### config.mk
export PLATFORM = sky130hd
export DESIGN_NAME = adcdc_host_flat
export DESIGN_NICKNAME = d
export VERILOG_FILES = /design/src/hdl/adcdc_pkg.sv /design/src/hdl/adcdc_if.sv /design/src/hdl/adcdc_fifo.sv /design/src/hdl/adcdc_host.sv /design/src/flat_wrapper.sv
export SDC_FILE = /design/constraint.sdc
export NUM_CORES = 1
export LEC_CHECK = 0
export BUFFER_PORTS_ARGS = -buffer_cell sky130_fd_sc_hd__buf_2
export CORE_AREA = 4 4 219 114
export DETAILED_ROUTE_END_ITERATION = 10
export DIE_AREA = 0 0 223 118
export MAX_ROUTING_LAYER = met4
export PLACE_DENSITY = 0.9
export SLEW_MARGIN = 20
export SYNTH_ARGS = -nofsm -noshare
export SYNTH_HDL_FRONTEND = slang
export SYNTH_SLANG_ARGS = --single-unit
### constraint.sdc
create_clock -name sys_clk -period 6 [get_ports sys_clk]
set_clock_uncertainty 0.15 [all_clocks]
set_input_delay 1.2 -clock sys_clk [delete_from_list [all_inputs] [get_ports sys_clk]]
set_output_delay 1.2 -clock sys_clk [all_outputs]
set_load 0.01 [all_outputs]
### src/hdl/adcdc_pkg.sv
// Shared constants for the daisy-chain converter readout link
package adcdc_pkg;
    localparam int unsigned WORD_BITS = 16;
    localparam int unsigned CONV_CYCLES = 40;
    localparam int unsigned SCLK_HALF = 4;
    localparam int unsigned FIFO_DEPTH = 16;
    localparam logic [15:0] SAMPLE_RESET = 16'h0000;
    typedef enum logic [1:0] {ADCDC_IDLE, ADCDC_CONV, ADCDC_SHIFT} adcdc_dev_t;
    typedef enum logic [2:0]
    {
        ADCDC_H_IDLE, ADCDC_H_START, ADCDC_H_WAIT, ADCDC_H_LOW, ADCDC_H_HIGH,
        ADCDC_H_PUSH, ADCDC_H_END
    } adcdc_host_t;
endpackage

### src/hdl/adcdc_if.sv
// Link between the chain of converters and the host
`timescale 1ns/1ps
`default_nettype none
interface adcdc_if;
    logic convert_start;
    logic sclk;
    logic serial_in;
    logic serial_out;
    modport device (input convert_start, input sclk, input serial_in,
        output serial_out);
    modport host (output convert_start, output sclk, input serial_out);
endinterface
`default_nettype wire

### src/hdl/adcdc_fifo.sv
// Synchronous FIFO with valid/ready on both sides
`timescale 1ns/1ps
`default_nettype none
module adcdc_fifo #(
    parameter int unsigned WIDTH = 16,
    parameter int unsigned DEPTH = 16
) (
    input wire logic sys_clk,
    input wire logic rst_n,
    input wire logic in_valid,
    output logic in_ready,
    input wire logic [WIDTH-1:0] in_data,
    output logic out_valid,
    input wire logic out_ready,
    output logic [WIDTH-1:0] out_data
);
    localparam int unsigned AW = $clog2(DEPTH);
    if (DEPTH < 2 || (1 << AW) != DEPTH)
    begin
        $error("FIFO depth must be a power of two");
    end
    logic [WIDTH-1:0] mem_q [DEPTH];
    logic [AW:0] wr_q, wr_d, rd_q, rd_d;
    logic push, pop;
    always_comb
    begin
        in_ready = (wr_q - rd_q) != (AW+1)'(DEPTH);
        out_valid = wr_q != rd_q;
        out_data = mem_q[rd_q[AW-1:0]];
        push = in_valid && in_ready;
        pop = out_valid && out_ready;
        wr_d = wr_q + (AW+1)'(push);
        rd_d = rd_q + (AW+1)'(pop);
    end
    always_ff @(posedge sys_clk or negedge rst_n)
    begin
        if (!rst_n)
        begin
            wr_q <= '0;
            rd_q <= '0;
        end
        else
        begin
            wr_q <= wr_d;
            rd_q <= rd_d;
        end
    end
    always_ff @(posedge sys_clk)
    begin
        if (push)
            mem_q[wr_q[AW-1:0]] <= in_data;
    end
endmodule
`default_nettype wire

### src/hdl/adcdc_host.sv
// Host end: starts conversions, clocks the chain, queues result words
`timescale 1ns/1ps
`default_nettype none
module adcdc_host #(
    parameter int unsigned N_DEV = 2,
    parameter int unsigned WAIT_CYCLES = 60,
    parameter int unsigned SCLK_HALF = adcdc_pkg::SCLK_HALF
) (
    input wire logic sys_clk,
    input wire logic rst_n,
    adcdc_if.host link,
    input wire logic start,
    input wire logic use_busy,
    output logic running,
    output logic word_valid,
    input wire logic word_ready,
    output logic [15:0] word_data
);
    if (N_DEV < 1 || N_DEV > 64 || SCLK_HALF < 3 || WAIT_CYCLES < 1)
    begin
        $error("Host parameters out of range");
    end
    adcdc_pkg::adcdc_host_t st_q, st_d;
    logic [15:0] cnt_q, cnt_d, bits_q, bits_d, sh_q, sh_d;
    logic [4:0] nb_q, nb_d;
    logic [1:0] so_sync_q;
    logic cs_q, cs_d, ck_q, ck_d, run_q, run_d, push_d, busy_q, busy_d;
    logic f_ready, f_valid;
    logic [15:0] f_data;
    always_comb
    begin
        st_d = st_q;
        cnt_d = cnt_q;
        bits_d = bits_q;
        sh_d = sh_q;
        nb_d = nb_q;
        cs_d = cs_q;
        ck_d = ck_q;
        run_d = run_q;
        push_d = 1'b0;
        busy_d = busy_q;
        case (st_q)
            adcdc_pkg::ADCDC_H_IDLE:
            begin
                if (start)
                begin
                    busy_d = use_busy;
                    ck_d = use_busy;
                    run_d = 1'b1;
                    cnt_d = '0;
                    st_d = adcdc_pkg::ADCDC_H_START;
                end
            end
            adcdc_pkg::ADCDC_H_START:
            begin
                cnt_d = cnt_q + 16'h0001;
                if (cnt_q == 16'(SCLK_HALF))
                begin
                    cs_d = 1'b1;
                    cnt_d = '0;
                    st_d = adcdc_pkg::ADCDC_H_WAIT;
                end
            end
            adcdc_pkg::ADCDC_H_WAIT:
            begin
                cnt_d = cnt_q + 16'h0001;
                if (cnt_q == 16'(SCLK_HALF))
                    ck_d = 1'b0;
                if (cnt_q == 16'(WAIT_CYCLES - 1))
                begin
                    cnt_d = '0;
                    nb_d = '0;
                    // Extra leading clock drops the busy bit
                    bits_d = 16'(N_DEV * adcdc_pkg::WORD_BITS)
                        + 16'(busy_q);
                    ck_d = 1'b1;
                    st_d = adcdc_pkg::ADCDC_H_HIGH;
                end
            end
            adcdc_pkg::ADCDC_H_HIGH:
            begin
                cnt_d = cnt_q + 16'h0001;
                if (cnt_q == 16'(SCLK_HALF - 1))
                begin
                    cnt_d = '0;
                    ck_d = 1'b0;
                    st_d = adcdc_pkg::ADCDC_H_LOW;
                end
            end
            adcdc_pkg::ADCDC_H_LOW:
            begin
                cnt_d = cnt_q + 16'h0001;
                if (cnt_q == 16'(SCLK_HALF - 1))
                begin
                    cnt_d = '0;
                    bits_d = bits_q - 16'h0001;
                    if (busy_q)
                        busy_d = 1'b0;
                    else
                    begin
                        sh_d = {sh_q[14:0], so_sync_q[1]};
                        nb_d = nb_q + 5'd1;
                    end
                    st_d = adcdc_pkg::ADCDC_H_PUSH;
                end
            end
            adcdc_pkg::ADCDC_H_PUSH:
            begin
                if (nb_q == 5'(adcdc_pkg::WORD_BITS))
                begin
                    if (f_ready)
                    begin
                        push_d = 1'b1;
                        nb_d = '0;
                    end
                end
                else if (bits_q == 16'h0000)
                    st_d = adcdc_pkg::ADCDC_H_END;
                else
                begin
                    ck_d = 1'b1;
                    st_d = adcdc_pkg::ADCDC_H_HIGH;
                end
            end
            adcdc_pkg::ADCDC_H_END:
            begin
                cs_d = 1'b0;
                run_d = 1'b0;
                st_d = adcdc_pkg::ADCDC_H_IDLE;
            end
            default:
                st_d = adcdc_pkg::ADCDC_H_IDLE;
        endcase
    end
    always_ff @(posedge sys_clk or negedge rst_n)
    begin
        if (!rst_n)
        begin
            st_q <= adcdc_pkg::ADCDC_H_IDLE;
            cnt_q <= '0;
            bits_q <= '0;
            sh_q <= '0;
            nb_q <= '0;
            so_sync_q <= '0;
            cs_q <= 1'b0;
            ck_q <= 1'b0;
            run_q <= 1'b0;
            busy_q <= 1'b0;
        end
        else
        begin
            st_q <= st_d;
            cnt_q <= cnt_d;
            bits_q <= bits_d;
            sh_q <= sh_d;
            nb_q <= nb_d;
            so_sync_q <= {so_sync_q[0], link.serial_out};
            cs_q <= cs_d;
            ck_q <= ck_d;
            run_q <= run_d;
            busy_q <= busy_d;
        end
    end
    adcdc_fifo #(
        .WIDTH(16),
        .DEPTH(adcdc_pkg::FIFO_DEPTH)
    ) u_fifo (
        .sys_clk(sys_clk),
        .rst_n(rst_n),
        .in_valid(push_d),
        .in_ready(f_ready),
        .in_data(sh_q),
        .out_valid(f_valid),
        .out_ready(!word_valid || word_ready),
        .out_data(f_data)
    );
    logic wv_q;
    logic [15:0] wd_q;
    always_ff @(posedge sys_clk or negedge rst_n)
    begin
        if (!rst_n)
        begin
            wv_q <= 1'b0;
            wd_q <= '0;
        end
        else if (!wv_q || word_ready)
        begin
            wv_q <= f_valid;
            wd_q <= f_data;
        end
    end
    assign link.convert_start = cs_q;
    assign link.sclk = ck_q;
    assign running = run_q;
    assign word_valid = wv_q;
    assign word_data = wd_q;
endmodule
`default_nettype wire

### src/flat_wrapper.sv
// flat-port wrapper written by rule: the top's interface ports become plain ports
module adcdc_host_flat 
#(
    parameter int unsigned N_DEV = 2,
    parameter int unsigned WAIT_CYCLES = 60,
    parameter int unsigned SCLK_HALF = adcdc_pkg::SCLK_HALF
)
  (sys_clk, rst_n, start, use_busy, running, word_valid, word_ready, word_data, link_convert_start, link_sclk, link_serial_out);
  adcdc_if link_i ();
  input wire logic sys_clk;
  input wire logic rst_n;
  input wire logic start;
  input wire logic use_busy;
  output logic running;
  output logic word_valid;
  input wire logic word_ready;
  output logic [15:0] word_data;
  output wire logic [$bits(link_i.convert_start)-1:0] link_convert_start;
  output wire logic [$bits(link_i.sclk)-1:0] link_sclk;
  input wire logic [$bits(link_i.serial_out)-1:0] link_serial_out;
  assign link_convert_start = link_i.convert_start;
  assign link_sclk = link_i.sclk;
  assign link_i.serial_out = link_serial_out;
  adcdc_host #(.N_DEV(N_DEV), .WAIT_CYCLES(WAIT_CYCLES), .SCLK_HALF(SCLK_HALF)) u_core (.sys_clk(sys_clk), .rst_n(rst_n), .link(link_i), .start(start), .use_busy(use_busy), .running(running), .word_valid(word_valid), .word_ready(word_ready), .word_data(word_data));
endmodule
==> metrics.cfg <==
[grt]
grt_max_degree = 67
grt_pass1_wl_um = 53100
grt_pass1_vias = 7874
antenna_found_initial = 4
gr-total-overflow = 0
grt_usage = 0.277

[timing]
drv_slew = 0
max_slew_margin = 0.357
grt_setup_unrepaired = no
worstMarginPinSlew_ns = 0.965
hold_viol = 0
clock.fmax_mhz = 235
period_share = 0.710
setup_tns_ns = 0
holdWs_ns = 0.198
setup_viol = 0
finalCriticalPeriod_ns = 4.26

[clock_tree]
max-clock-path-buffers = 3
cts_htree_levels = 1
path_clk_slew_ns = 0.07
holdBufCountCts = 0
cts_root_buf = clkbuf_16
postCtsSetupBuffers = 0
cts_tree = done
ctsResizeCount = 0
numClockSinks = 345
worstSkewPairLatency_ns = 0.57
numCtsBuffers = 29

[floorplanning]
die_y_um = 118
io_pins = 26
core-area_um2 = 22800
die_w_um = 223
initial_utilization = 0.618
rows = 39
die_area_um2 = 26300

[worst_setup_path]
crit_path_end_kind = register
required_ns = 6.03
worst-path-max-fanout = 19
path_class = reg -> reg
cp-start-kind = register
worstPathArrival_ns = 4.29

[yosys]
synth-seq-cells = 345
synth_top_area_frac = 0.546
synth_area_per_cell_um2 = 17.8
synth_edf_count = 256
muxShareOfSynthArea = 0.156
synth_top_area_cell = edfxtp_1
async_reset_ff_frac = 0.258
yosysMostFrequentCell = edfxtp_1
synth_top_family_by_area = multiplexers
synth-simple-area-share = 0.0717
syn_inst = 792
seq_area_frac_synth = 0.704
synth_ff_type = edfxtp_1
synth_compound_area_frac = 0.0296
synth_warnings = 0
yosys-top-cells-area = edfxtp_1 (55%), dfrtp_1 (16%), mux4_2 (13%), mux2_2 (2.6%), ha_1 (1.2%)
synth_cell_types = 59
synthTopCellsByCount = edfxtp_1 (256), dfrtp_1 (89), mux4_2 (80)
synthAdderAreaFrac = 0.0115
synth_nets = 811
synthXorXnorAreaFrac = 0.0137
syn_area_um2 = 14100

[final_layout]
fillers = 1280
nNetsFinal = 850
drive_above_1_share = 0.281
design_area_um2 = 15800
fin_cells = 1165
area_growth_pct = 12.1

[power]
p_leak_nw = 4.84
p_int_mw = 4.05
p_sw_frac = 0.242
seqPwrFrac = 0.497
pwr-share-comb = 0.105
ir_drop_uv = 227
p_sw_mw = 1.29
powerDensity_nw_per_um2 = 339
pwr-share-clk = 0.398

[routing]
avgViaCountPerCell = 6.98
vias = 8134
ant_nets = 0
drt_wl_total_um = 34700
drc_errors = 0
drtIter0Drc = 1117
wl_per_cell_um = 29.8
drt_pass1_iterations = 6

[placed_design]
placed_cells = 1107
globalplace.congestion = 0.913
portBuffers = 25
hpwl_um = 20400
place_area_um2 = 14700

[job]
cap_violations = 0

[worst_hold_path]
hp-class = reg -> reg

[run_status]
outcome = completed

## final cells by class
type / instances / area (um^2) / area share
inverter: 15 / 56.3 / 0.00356
antenna: 4 / 10.0 / 0.000634
sequential: 345 / 9920 / 0.628
timing repair buffer: 40 / 240 / 0.0152
clock buffer: 33 / 771 / 0.0488
tap: 307 / 384 / 0.0243
clock inverter: 21 / 308 / 0.0195
multi-input combinational: 400 / 4110 / 0.260
## worst paths after layout
check / startpoint / endpoint / slack, ns / cells after the start
max in group asynchronous: rst_n / u_core.u_fifo.rd_q[0]$_DFF_PN0_ / 4.08 / 2
hold reg to reg: u_core.so_sync_q[0]$_DFF_PN0_ / u_core.so_sync_q[1]$_DFF_PN0_ / 0.20 / 0
setup / recovery: u_core.u_fifo.rd_q[3]$_DFF_PN0_ / u_core.u_fifo.mem_q[11][13]$_DFFE_PP_ / 1.74 / 8
setup reg to reg: u_core.u_fifo.rd_q[3]$_DFF_PN0_ / u_core.u_fifo.mem_q[11][13]$_DFFE_PP_ / 1.74 / 8
hold / removal: u_core.so_sync_q[0]$_DFF_PN0_ / u_core.so_sync_q[1]$_DFF_PN0_ / 0.20 / 0
min in group asynchronous: rst_n / u_core.cnt_q[15]$_DFFE_PN0P_ / 0.45 / 1
## routing by layer
| metal | up-vias | global-route usage | share of wire |
|---|---|---|---|
| met1 | 4111 | 0.393 | 0.37 |
| met4 | 0 | 0.0708 | 0.038 |
| met3 | 110 | 0.0523 | 0.12 |
| met2 | 678 | 0.425 | 0.47 |
| li1 | 3235 | - | - |
| met5 | - | - | 0 |
## sequential cells by signal (all words and copies together), names as in the netlist
| register | cells |
|---|---|
| u_core.so_sync_q | 2 |
| u_core.link.convert_start | 1 |
| u_core.sh_q | 16 |
| u_core.u_fifo.rd_q | 5 |
| u_core.bits_q | 16 |
| u_core.busy_q | 1 |
| u_core.word_data | 16 |
| u_core.u_fifo.mem_q | 256 |
| u_core.word_valid | 1 |
| u_core.cnt_q | 16 |
| u_core.running | 1 |
| u_core.u_fifo.wr_q | 5 |
| u_core.st_q | 3 |
| u_core.link.sclk | 1 |
| u_core.nb_q | 5 |
## power groups by stage
stage,clock network [mW],registers [mW],logic [mW]
3_5_place_dp,0,2.71,0.553
6_report,2.13,2.66,0.564
5_1_grt,2.27,2.67,0.602
4_1_cts,2.14,2.66,0.565
3_3_place_gp,0,2.70,0.533
2_1_floorplan,0,2.62,0.513
## cell usage in the layout (no fill, tap or decap), types with 6 or more instances in the layout
cell type / netlist / layout
a21oi_1: 17 / 17
nor3_2: 0 / 8
mux4_2: 80 / 80
nand4_1: 7 / 7
nand2b_1: 9 / 8
a31oi_1: 9 / 9
nor4_2: 2 / 6
nand2_1: 38 / 38
or2_2: 6 / 6
inv_1: 14 / 14
xor2_1: 9 / 9
mux2_2: 33 / 33
clkbuf_16: 0 / 29
edfxtp_1: 256 / 256
nand3_1: 11 / 11
buf_4: 0 / 16
nor2_1: 37 / 37
dfrtp_1: 89 / 87
o21ai_0: 24 / 24
ha_1: 13 / 13
bufinv_16: 0 / 7
nor3_1: 24 / 11
buf_2: 10 / 24
xnor2_1: 13 / 13
## cells by family after synthesis
| family | Yosys count |
|---|---|
| simple gates | 180 |
| xor+xnor | 22 |
| buf+inv | 47 |
| fa+ha+maj | 13 |
| flops | 345 |
| compound gates | 69 |
| mux | 116 |
## critical path, cell delays in order, from the launching register on
cell      delay, ns
dfrtp_1        0.96
inv_1          0.15
ha_1           0.43
nand2_1        0.12
o21bai_1       0.22
a21oi_1        0.17
and4b_1        0.23
or2_2          0.58
nor3_4         0.85
## through the flow
step | util | power (mW) | setup slack [ns]
floorplan | - | 3.13 | 1.26
global placement | 0.644 | 3.23 | 2.01
detailed placement | 0.644 | 3.26 | 1.73
CTS | 0.692 | 5.37 | 1.55
global route | 0.693 | 5.54 | 1.67
finish | 0.693 | 5.35 | 1.74
Note: power is estimated with default switching activity, not from simulation.
